===== config.mk =====
export PLATFORM = sky130hd
export DESIGN_NAME = autoneg_next_page_status
export DESIGN_NICKNAME = d
export VERILOG_FILES = /design/src/design/autoneg_np_pkg.sv /design/src/design/autoneg_next_page_status.sv
export VERILOG_INCLUDE_DIRS = /design/src /design/src/design
export SDC_FILE = /design/constraint.sdc
export NUM_CORES = 1
export LEC_CHECK = 0
export BUFFER_PORTS_ARGS = -buffer_cell sky130_fd_sc_hd__buf_4
export CAP_MARGIN = 20
export CORE_ASPECT_RATIO = 0.9
export CORE_MARGIN = 2
export CORE_UTILIZATION = 36
export CTS_CLUSTER_DIAMETER = 100
export CTS_CLUSTER_SIZE = 25
export DETAILED_ROUTE_END_ITERATION = 10
export PLACE_DENSITY_LB_ADDON = 0.12
export SLEW_MARGIN = 10
export SYNTH_ARGS = -nofsm -noshare
export SYNTH_HDL_FRONTEND = slang
export SYNTH_SLANG_ARGS = --single-unit

===== constraint.sdc =====
create_clock -name clk_sys_i -period 1.8 [get_ports clk_sys_i]
set_clock_uncertainty 0.1 [all_clocks]
set_input_delay 0.36 -clock clk_sys_i [delete_from_list [all_inputs] [get_ports clk_sys_i]]
set_output_delay 0.36 -clock clk_sys_i [all_outputs]
set_load 0.01 [all_outputs]

===== src/design/autoneg_np_consts.svh =====
/*
 * Offsets, field positions and reset values of the auto-negotiation
 * next-page status bank, as `define macros.
 * Assumes a 32-bit AXI4-Lite slave; each register is one aligned word.
 */
`ifndef AUTONEG_NP_CONSTS_SVH
`define AUTONEG_NP_CONSTS_SVH

`define IDX_PARTNER_NP 8'h05
`define IDX_EXPANSION 8'h06
`define IDX_IRQ_STATUS 8'h20
`define IDX_IRQ_MASK 8'h21
`define ADDR_W 8

`define NP_MORE_BIT 15
`define NP_ACK_BIT 14
`define NP_MSG_BIT 13
`define NP_COMPLY_ACKNOWLEDGE_BIT 12
`define NP_TOGGLE_BIT 11
`define NP_CODE_MSB 10

`define EXP_PDF_BIT 4
`define EXP_LPNP_BIT 3
`define EXP_LNP_BIT 2
`define EXP_PAGE_BIT 1
`define EXP_LPAN_BIT 0

`define NP_RESET 16'h0000
`define IRQ_W 3
`define IRQ_PAGE 0
`define IRQ_FAULT 1
`define IRQ_ACK 2

`endif


===== src/design/autoneg_np_pkg.sv =====
/*
 * Types shared by the next-page status bank.
 * Assumes the constants header is compiled alongside.
 */
package autoneg_np_pkg;

	// Word delivered by the negotiation engine for each received page
	typedef struct packed {
		logic more_pages_wanted;
		logic partner_ack;
		logic message_page_flag;
		logic comply_acknowledge;
		logic toggle;
		logic [10:0] code;
	} partner_page_t;

	typedef enum logic [1:0] {
		RESP_OKAY = 2'h0,
		RESP_SLVERR = 2'h2
	} axi_resp_t;

endpackage : autoneg_np_pkg


===== src/design/autoneg_next_page_status.sv =====
/*
 * Auto-negotiation next-page status bank: partner next-page word,
 * expansion status and a small interrupt pair, over AXI4-Lite.
 * Assumes the negotiation engine runs on clk_sys_i and pulses
 * page_valid_i for one cycle per received link code word.
 * The capability levels come from the same clock and are not synchronised.
 * Writes to the two status words are answered OKAY and dropped.
 * Limitation: only wstrb[0] is looked at, and only by the interrupt pair.
 */
`timescale 1ns/1ps
`include "autoneg_np_consts.svh"

module autoneg_next_page_status
	import autoneg_np_pkg::*;
(
	input wire logic clk_sys_i,
	input wire logic nrst_i,
	input wire logic [31:0] awaddr_i,
	input wire logic awvalid_i,
	output logic awready_o,
	input wire logic [31:0] wdata_i,
	input wire logic [3:0] wstrb_i,
	input wire logic wvalid_i,
	output logic wready_o,
	output logic [1:0] bresp_o,
	output logic bvalid_o,
	input wire logic bready_i,
	input wire logic [31:0] araddr_i,
	input wire logic arvalid_i,
	output logic arready_o,
	output logic [31:0] rdata_o,
	output logic [1:0] rresp_o,
	output logic rvalid_o,
	input wire logic rready_i,
	input wire logic page_valid_i,
	input wire partner_page_t page_i,
	input wire logic parallel_detect_fault_i,
	input wire logic partner_next_page_capable_i,
	input wire logic partner_autoneg_capable_i,
	output logic irq_o
);

	// Stored next-page word and registered capability levels
	partner_page_t np_word;
	logic parallel_detect_fault;
	logic lp_np;
	logic lp_an;
	logic page_rx;
	logic pdf_q;
	logic fault_rise;

	// Write channel holding registers and decode
	logic aw_held;
	logic w_held;
	logic [31:0] aw_addr;
	logic [31:0] w_data;
	logic [3:0] w_strb;
	logic wr_go;
	logic [`ADDR_W-1:0] wr_idx;
	logic aw_in_range;
	logic wr_known;
	logic wr_to_status;
	logic wr_to_mask;

	// Read channel decode and next answer
	logic rd_go;
	logic [`ADDR_W-1:0] rd_idx;
	logic ar_in_range;
	logic exp_read;
	logic [15:0] exp_word;
	logic [31:0] next_rdata;
	logic next_rresp_err;

	// Interrupt bank
	logic [`IRQ_W-1:0] irq_status;
	logic [`IRQ_W-1:0] irq_mask;
	logic [`IRQ_W-1:0] irq_evt;
	logic [`IRQ_W-1:0] irq_clr;

	////////////////////////////////////////////////////////////////////
	// Write channel: address and data taken in either order

	// Ready drops while a channel is held or the answer waits: one write at a time
	assign awready_o = !aw_held && !bvalid_o;
	assign wready_o = !w_held && !bvalid_o;
	assign wr_go = aw_held && w_held && !bvalid_o;
	assign wr_idx = aw_addr[`ADDR_W+1:2];

	// Decode once; the response and the interrupt registers share it
	assign aw_in_range = aw_addr[31:`ADDR_W+2] == '0;
	assign wr_known = aw_in_range && (wr_idx == `IDX_PARTNER_NP ||
		wr_idx == `IDX_EXPANSION || wr_idx == `IDX_IRQ_STATUS ||
		wr_idx == `IDX_IRQ_MASK);
	assign wr_to_status = wr_go && aw_in_range && wr_idx == `IDX_IRQ_STATUS &&
		w_strb[0];
	assign wr_to_mask = wr_go && aw_in_range && wr_idx == `IDX_IRQ_MASK &&
		w_strb[0];

	always_ff @(posedge clk_sys_i or negedge nrst_i) begin
		if (!nrst_i) begin
			aw_held <= 1'b0;
		end else if (awvalid_i && awready_o) begin
			aw_held <= 1'b1;
		end else if (wr_go) begin
			aw_held <= 1'b0;
		end
	end

	always_ff @(posedge clk_sys_i or negedge nrst_i) begin
		if (!nrst_i) begin
			aw_addr <= 32'h00000000;
		end else if (awvalid_i && awready_o) begin
			aw_addr <= awaddr_i;
		end
	end

	always_ff @(posedge clk_sys_i or negedge nrst_i) begin
		if (!nrst_i) begin
			w_held <= 1'b0;
		end else if (wvalid_i && wready_o) begin
			w_held <= 1'b1;
		end else if (wr_go) begin
			w_held <= 1'b0;
		end
	end

	always_ff @(posedge clk_sys_i or negedge nrst_i) begin
		if (!nrst_i) begin
			w_data <= 32'h00000000;
		end else if (wvalid_i && wready_o) begin
			w_data <= wdata_i;
		end
	end

	always_ff @(posedge clk_sys_i or negedge nrst_i) begin
		if (!nrst_i) begin
			w_strb <= 4'h0;
		end else if (wvalid_i && wready_o) begin
			w_strb <= wstrb_i;
		end
	end

	always_ff @(posedge clk_sys_i or negedge nrst_i) begin
		if (!nrst_i) begin
			bvalid_o <= 1'b0;
		end else if (wr_go) begin
			bvalid_o <= 1'b1;
		end else if (bready_i) begin
			bvalid_o <= 1'b0;
		end
	end

	// Unmapped addresses answer SLVERR; status registers accept and drop writes
	always_ff @(posedge clk_sys_i or negedge nrst_i) begin
		if (!nrst_i) begin
			bresp_o <= RESP_OKAY;
		end else if (wr_go && wr_known) begin
			bresp_o <= RESP_OKAY;
		end else if (wr_go) begin
			bresp_o <= RESP_SLVERR;
		end
	end

	////////////////////////////////////////////////////////////////////
	// Read channel: one cycle from address to data

	// Ready stays low while an answer waits, so a read never overwrites one
	assign arready_o = !rvalid_o;
	assign rd_go = arvalid_i && arready_o;
	assign rd_idx = araddr_i[`ADDR_W+1:2];
	assign ar_in_range = araddr_i[31:`ADDR_W+2] == '0;
	assign exp_read = rd_go && ar_in_range && rd_idx == `IDX_EXPANSION;

	// Expansion word; upper bits stay zero whatever was written
	always_comb begin
		exp_word = 16'h0000;
		exp_word[`EXP_PDF_BIT] = parallel_detect_fault;
		exp_word[`EXP_LPNP_BIT] = lp_np;
		exp_word[`EXP_LNP_BIT] = 1'b1;
		exp_word[`EXP_PAGE_BIT] = page_rx;
		exp_word[`EXP_LPAN_BIT] = lp_an;
	end

	always_comb begin
		next_rdata = 32'h00000000;
		next_rresp_err = 1'b0;
		if (!ar_in_range) begin
			next_rresp_err = 1'b1;
		end else begin
			unique case (rd_idx)
				`IDX_PARTNER_NP: begin
					next_rdata[15:0] = np_word;
				end
				`IDX_EXPANSION: begin
					next_rdata[15:0] = exp_word;
				end
				`IDX_IRQ_STATUS: begin
					next_rdata[`IRQ_W-1:0] = irq_status;
				end
				`IDX_IRQ_MASK: begin
					next_rdata[`IRQ_W-1:0] = irq_mask;
				end
				default: begin
					next_rresp_err = 1'b1;
				end
			endcase
		end
	end

	always_ff @(posedge clk_sys_i or negedge nrst_i) begin
		if (!nrst_i) begin
			rvalid_o <= 1'b0;
		end else if (rd_go) begin
			rvalid_o <= 1'b1;
		end else if (rready_i) begin
			rvalid_o <= 1'b0;
		end
	end

	always_ff @(posedge clk_sys_i or negedge nrst_i) begin
		if (!nrst_i) begin
			rdata_o <= 32'h00000000;
		end else if (rd_go) begin
			rdata_o <= next_rdata;
		end
	end

	always_ff @(posedge clk_sys_i or negedge nrst_i) begin
		if (!nrst_i) begin
			rresp_o <= RESP_OKAY;
		end else if (rd_go && next_rresp_err) begin
			rresp_o <= RESP_SLVERR;
		end else if (rd_go) begin
			rresp_o <= RESP_OKAY;
		end
	end

	////////////////////////////////////////////////////////////////////
	// Partner next-page word, written only by the engine

	// Control bits as received; bus writes never reach here
	always_ff @(posedge clk_sys_i or negedge nrst_i) begin
		if (!nrst_i) begin
			np_word.more_pages_wanted <= 1'b0;
			np_word.partner_ack <= 1'b0;
			np_word.message_page_flag <= 1'b0;
			np_word.comply_acknowledge <= 1'b0;
			np_word.toggle <= 1'b0;
		end else if (page_valid_i) begin
			np_word.more_pages_wanted <= page_i.more_pages_wanted;
			np_word.partner_ack <= page_i.partner_ack;
			np_word.message_page_flag <= page_i.message_page_flag;
			np_word.comply_acknowledge <= page_i.comply_acknowledge;
			np_word.toggle <= page_i.toggle;
		end
	end

	always_ff @(posedge clk_sys_i or negedge nrst_i) begin
		if (!nrst_i) begin
			np_word.code <= 11'h000;
		end else if (page_valid_i) begin
			np_word.code <= page_i.code;
		end
	end

	// Levels registered once for a clean read path
	always_ff @(posedge clk_sys_i or negedge nrst_i) begin
		if (!nrst_i) begin
			parallel_detect_fault <= 1'b0;
		end else begin
			parallel_detect_fault <= parallel_detect_fault_i;
		end
	end

	always_ff @(posedge clk_sys_i or negedge nrst_i) begin
		if (!nrst_i) begin
			lp_np <= 1'b0;
		end else begin
			lp_np <= partner_next_page_capable_i;
		end
	end

	always_ff @(posedge clk_sys_i or negedge nrst_i) begin
		if (!nrst_i) begin
			lp_an <= 1'b0;
		end else begin
			lp_an <= partner_autoneg_capable_i;
		end
	end

	// A page landing in the read cycle survives: set beats clear
	always_ff @(posedge clk_sys_i or negedge nrst_i) begin
		if (!nrst_i) begin
			page_rx <= 1'b0;
		end else if (page_valid_i) begin
			page_rx <= 1'b1;
		end else if (exp_read) begin
			page_rx <= 1'b0;
		end
	end

	////////////////////////////////////////////////////////////////////
	// Interrupts: sticky status, write one to clear, mask enables

	always_ff @(posedge clk_sys_i or negedge nrst_i) begin
		if (!nrst_i) begin
			pdf_q <= 1'b0;
		end else begin
			pdf_q <= parallel_detect_fault;
		end
	end

	// Fault interrupt on the rising edge only, so a standing fault fires once
	assign fault_rise = parallel_detect_fault && !pdf_q;
	assign irq_evt[`IRQ_PAGE] = page_valid_i;
	assign irq_evt[`IRQ_FAULT] = fault_rise;
	assign irq_evt[`IRQ_ACK] = page_valid_i && page_i.partner_ack;
	assign irq_clr = wr_to_status ? w_data[`IRQ_W-1:0] : '0;

	// One sticky bit per event; an event in the clearing cycle is kept
	for (genvar b = 0; b < `IRQ_W; b++) begin : g_irq_bit
		always_ff @(posedge clk_sys_i or negedge nrst_i) begin
			if (!nrst_i) begin
				irq_status[b] <= 1'b0;
			end else if (irq_evt[b]) begin
				irq_status[b] <= 1'b1;
			end else if (irq_clr[b]) begin
				irq_status[b] <= 1'b0;
			end
		end
	end

	always_ff @(posedge clk_sys_i or negedge nrst_i) begin
		if (!nrst_i) begin
			irq_mask <= '0;
		end else if (wr_to_mask) begin
			irq_mask <= w_data[`IRQ_W-1:0];
		end
	end

	// Level output, high while any unmasked status bit is set
	assign irq_o = |(irq_status & irq_mask);

endmodule : autoneg_next_page_status


; Yosys cells after proc, flatten, opt, wreduce, memory -nomap -nowiden
; Index checks and enable logic that the tools add are counted.
[word_totals]
ff_bits = 87
word_cells = 100
input_bits = 127
output_inout_bits = 42
[classes]
muxes = 25
n_eq_ne = 8
bitwise_logic = 1
reduce_logical = 41
[op_table]
columns = op, n
row1 = 22-bit zero test, 2
row2 = 8-bit by 3-bit equality test with 1-bit output (second input constant), 4
row3 = 8-bit by 6-bit equality test with 1-bit output (second input constant), 4
row4 = 13-bit one-hot mux with 2 select lines, 1
row5 = 2-bit nonzero test, 10
row6 = 1-bit logical AND, 19
row7 = 1-bit 2-to-1 mux, 17
row8 = 16-bit 2-to-1 mux, 1
row9 = 3-bit one-hot mux with 4 select lines, 1
row10 = 2-bit 2-to-1 mux, 4
row11 = 1-bit zero test, 5
row12 = 4-bit OR reduction, 1
row13 = 3-bit bitwise AND, 1
row14 = 1-bit logical OR, 3
row15 = 3-bit 2-to-1 mux, 1
row16 = 3-bit OR reduction, 1

; Longest topological paths before layout
[depth]
depth_word = 8
mapped_depth = 6

; Worst setup path after synthesis
; Ideal clock, no wire load.
[synth_timing]
path_kind = register -> register
from = reg aw_addr[17]
to = reg irq_mask[0]
path_slack_ps = -80
arrival_ps = 1655
path_buffers = 0
period_less_slack_ps = 1880
setup_time_ps = 125
stages_incl_launch_ff = 5
path_cell_list = dfrtp_1 -> nor4_4 -> nand4_2 -> or4_4 -> mux2_4
[synth_via]
elab_chain_cells = 4
[synth_lines]
columns = item, line_no
row1 = "start, declared", autoneg_next_page_status.sv:55  ; logic [31:0] aw_addr;
row2 = "start signal, assigned", autoneg_next_page_status.sv:113  ; aw_addr <= awaddr_i;
row3 = 22-bit zero test, autoneg_next_page_status.sv:90  ; assign aw_in_range = aw_addr[31:`ADDR_W+2] == '0;
row4 = 1-bit logical AND, autoneg_next_page_status.sv:96  ; assign wr_to_mask = wr_go && aw_in_range && wr_idx == `IDX_IRQ_MASK &&
row5 = 1-bit logical AND (no source line), n/a
row6 = 1-bit logical AND, autoneg_next_page_status.sv:96
row7 = "end signal, assigned", autoneg_next_page_status.sv:337  ; irq_mask <= w_data[`IRQ_W-1:0];
row8 = "end, declared", autoneg_next_page_status.sv:76  ; logic [`IRQ_W-1:0] irq_mask;
; No other way between the ends.
; A chain may end at the register's enable or synchronous reset.

; Final worst setup path
[layout_timing]
from = reg aw_addr[25]
to = reg irq_mask[2]
; Same word-level chain as after synthesis.

==> flow_metrics.tcl <==
set metrics [dict create \
    p_leak_nw 2.33 \
    rr_endpoint "irq_mask[2]" \
    cts.path.max_buffers 2 \
    syn-instance-count 267 \
    viasPerCell 4.73 \
    dp_hpwl_mm 5.91 \
    whs_path_depth 1 \
    pwr-share-comb_pct 27.1 \
    grt_util_all_layers_pct 14.6 \
    synthesis.area_sq_um 3560 \
    num_vias 2566 \
    critPathRequiredTime_ps 1930 \
    fin_tns_setup_ps -450 \
    num_antenna_cells 0 \
    synth_compound_area_share_pct 8.89 \
    io_pins 169 \
    synth.area.mux_share_pct 17.0 \
    wire_per_inst_um 14.3 \
    io_buffers 114 \
    htree_levels 3 \
    die-height_um 98.3 \
    place_ws_ps -190 \
    die_w_um 109 \
    period_minus_slack_ps 1940 \
    cap_violations 0 \
    gp_congestion 0.736 \
    cp-start-kind "register" \
    synthSimpleGateAreaFrac_pct 9.91 \
    clockRootBuffer "clkbuf_8" \
    drtIter0Drc 71 \
    min_period_over_period_pct 108 \
    cts_tree "done" \
    drc 0 \
    ys_seq_elements 83 \
    seq_area_frac_synth_pct 58.3 \
    worstSetupStartpoint "aw_addr[25]" \
    dr.pass1.iters 4 \
    ir_drop_mv 0.634 \
    hold_end "lp_an" \
    hold_path.class "input port to register" \
    nNetsFinal 539 \
    overflow 0 \
    rsz0062_at_grt "true" \
    grt_pass1_vias 2522 \
    grt_first_pass_wirelength_mm 12.2 \
    clock_power_share_pct 22.8 \
    synth_top_family_by_area "multiplexers" \
    synthDistinctLibCells 40 \
    arrival_ps 2070 \
    grt_antenna_before_repair 0 \
    drv_slew 0 \
    routed_wl_mm 7.78 \
    path_class "register to register" \
    area_delta_synth_final_pct 38.8 \
    synthAdderAreaFrac_pct 0 \
    cts.clk_slew.worst_paths_ps 80 \
    syn_area_per_cell_sq_um 13.3 \
    reg2reg_depth 5 \
    worstSkewPairLatency_ps 350 \
    core_area_sq_um 9660 \
    fmax_ghz 0.516 \
    yosysWarnings 0 \
    grt_start_max_net_pins 40 \
    rr_startpoint "aw_addr[25]" \
    powerDensity_nw_per_um2 1070 \
    cts_made_buffers 9 \
    drtAntennaViolNets 0 \
    hold_violations 0 \
    min-delay-start "partner_autoneg_capable_i" \
    power.share.switching_pct 29.7 \
    die-area_sq_um 10700 \
    drive_gt1_share_pct 52.5 \
    switchingPower_mw 1.58 \
    start_util_pct 36.9 \
    ff2ff_setup_slack_ps -140 \
    cts.sinks 83 \
    status "complete, but fails checks" \
    setup_ws_ps -138 \
    violations "negative setup slack" \
    cp-end-kind "register" \
    crit_fanout 3 \
    pwr-share-seq_pct 50.2 \
    rows 34 \
    synth-xor-area-share_pct 0 \
    internal_power_mw 3.73 \
    finalSetupViolCount 4 \
]
==> synth_stat cells <==
cell | number | area (sq um)
conb_1 | 1 | 3.75
nand3_1 | 5 | 25.0
o21ai_0 | 8 | 40.0
dfrtp_1 | 83 | 2080
nand2_2 | 1 | 6.26
inv_1 | 9 | 33.8
nor4_2 | 2 | 25.0
mux2_4 | 3 | 45.0
mux2_2 | 46 | 518
a222oi_1 | 1 | 10.0
mux2_1 | 2 | 22.5
nor2b_1 | 5 | 31.3
nor4b_1 | 1 | 8.76
o22ai_1 | 3 | 18.8
o31ai_1 | 2 | 15.0
a22oi_1 | 2 | 15.0
nor4_4 | 2 | 42.5
and3b_1 | 1 | 8.76
nand4_1 | 3 | 18.8
nand2_1 | 6 | 22.5
and4bb_1 | 1 | 12.5
buf_4 | 18 | 135
or3b_2 | 1 | 8.76
buf_2 | 4 | 20.0
nor4_1 | 10 | 62.6
mux2i_1 | 2 | 20.0
nor3_1 | 1 | 5.00
and2_0 | 1 | 6.26
nand2b_1 | 2 | 12.5
a22o_1 | 18 | 158
and2_1 | 1 | 6.26
or4_4 | 1 | 11.3
nand4_2 | 1 | 12.5
a21o_1 | 1 | 7.51
a2bb2oi_1 | 2 | 17.5
a31oi_1 | 2 | 12.5
clkbuf_1 | 4 | 15.0
a211oi_1 | 1 | 7.51
a21oi_1 | 3 | 15.0
nor2_1 | 7 | 26.3
==> cell type report <==
class | count | area, sq um
timing repair buffer | 143 | 1110
fill | 870 | 4720
clock inverter | 7 | 51.3
multi-input combinational | 166 | 1390
clock buffer | 9 | 124
tap | 126 | 158
inverter | 9 | 33.8
sequential | 83 | 2080
==> critical path, cell delays in order, from the launching register on <==
cell	delay [ps]
dfrtp_1	390
nor4_2	270
buf_4	160
nand3_2	70
or4_4	530
mux2_4	310
==> how the worst max path moves through the flow <==
stage                              to  slack (ps)  cells after the start
after floorplan           irq_mask[0]         -80                      4
after global placement    irq_mask[1]        -210                      5
after detailed placement  irq_mask[0]        -190                      5
after CTS                 irq_mask[2]        -150                      5
after global routing      irq_mask[2]        -180                      5
final                     irq_mask[2]        -140                      5
==> flip-flops by register name, summed over array words and instances (netlist names), 3 cells and up <==
| register | flops |
|---|---|
| np_word | 16 |
| rdata_o | 16 |
| irq_mask | 3 |
| w_data | 3 |
| aw_addr | 30 |
| irq_status | 3 |
==> routing by layer <==
| layer | GRT usage (%) | up-vias | part of all wire, % |
|---|---|---|---|
| li1 | - | 1231 | - |
| met1 | 19.6 | 1224 | 45 |
| met2 | 22.9 | 101 | 46 |
| met3 | 3.74 | 10 | 8.1 |
| met4 | 5.23 | 0 | 1.4 |
| met5 | 0 | - | 0 |
==> cell families (layout without fill, tap and decap cells) <==
kind of cell,after synthesis,after routing
AO/OA/AOI/OAI,43,43
other,1,18
buffers and inverters,35,168
AND/OR/NAND/NOR,52,52
multiplexers,53,53
flip-flops,83,83
==> layout by cell type (no fill, tap or decap), types with 2 or more instances in the layout <==
cell type / instances
o22ai_1: 3
a31oi_1: 2
o21ai_0: 8
buf_12: 2
a21oi_1: 3
nor2b_1: 5
mux2_4: 3
mux2_1: 2
clkinvlp_4: 2
dlygate4sd3_1: 3
nand2b_1: 2
inv_6: 3
a22oi_1: 2
nand2_1: 6
nor4_2: 5
mux2_2: 46
clkinv_2: 2
nor2_1: 7
a2bb2oi_1: 2
nor4_4: 3
mux2i_1: 2
o31ai_1: 2
a22o_1: 18
buf_4: 137
nand3_1: 4
conb_1: 18
nand4_1: 3
nor4_1: 6
clkbuf_8: 9
inv_1: 9
dfrtp_1: 83
==> power groups by stage <==
stage	Sequential, mW	Clock (mW)	Combinational, mW
2_1_floorplan	2.64	0	0.875
3_3_place_gp	2.67	0	1.40
3_5_place_dp	2.69	0	1.44
4_1_cts	2.67	1.27	1.46
5_1_grt	2.72	1.35	1.57
6_report	2.66	1.21	1.44
==> through the flow <==
stage                     power [mW]  util, %  hold slack, ps  instance area [sq um]  std cells
after detailed placement        4.13     48.2             196                   4660        519
after global placement          4.07     48.2             196                   4660        519
after global routing            5.64     51.2            3.08                   4940        543
final                           5.30     51.2            25.1                   4940        543
after floorplan                 3.51        -           -35.6                   3620        284
after CTS                       5.39     50.6           0.688                   4880        539
==> what timing repair did <==
item / 4_1_cts / 5_1_grt
hold buffers: 2 / 1
cloned: 0 / 1
setup endpoints to repair: 14 / 15
hold endpoints to repair: 26 / 1
pin swaps: 2 / 3
buffers inserted: 2 / 2
gates resized for setup: 3 / 5
No activity file was read; power rests on OpenSTA's default activity.
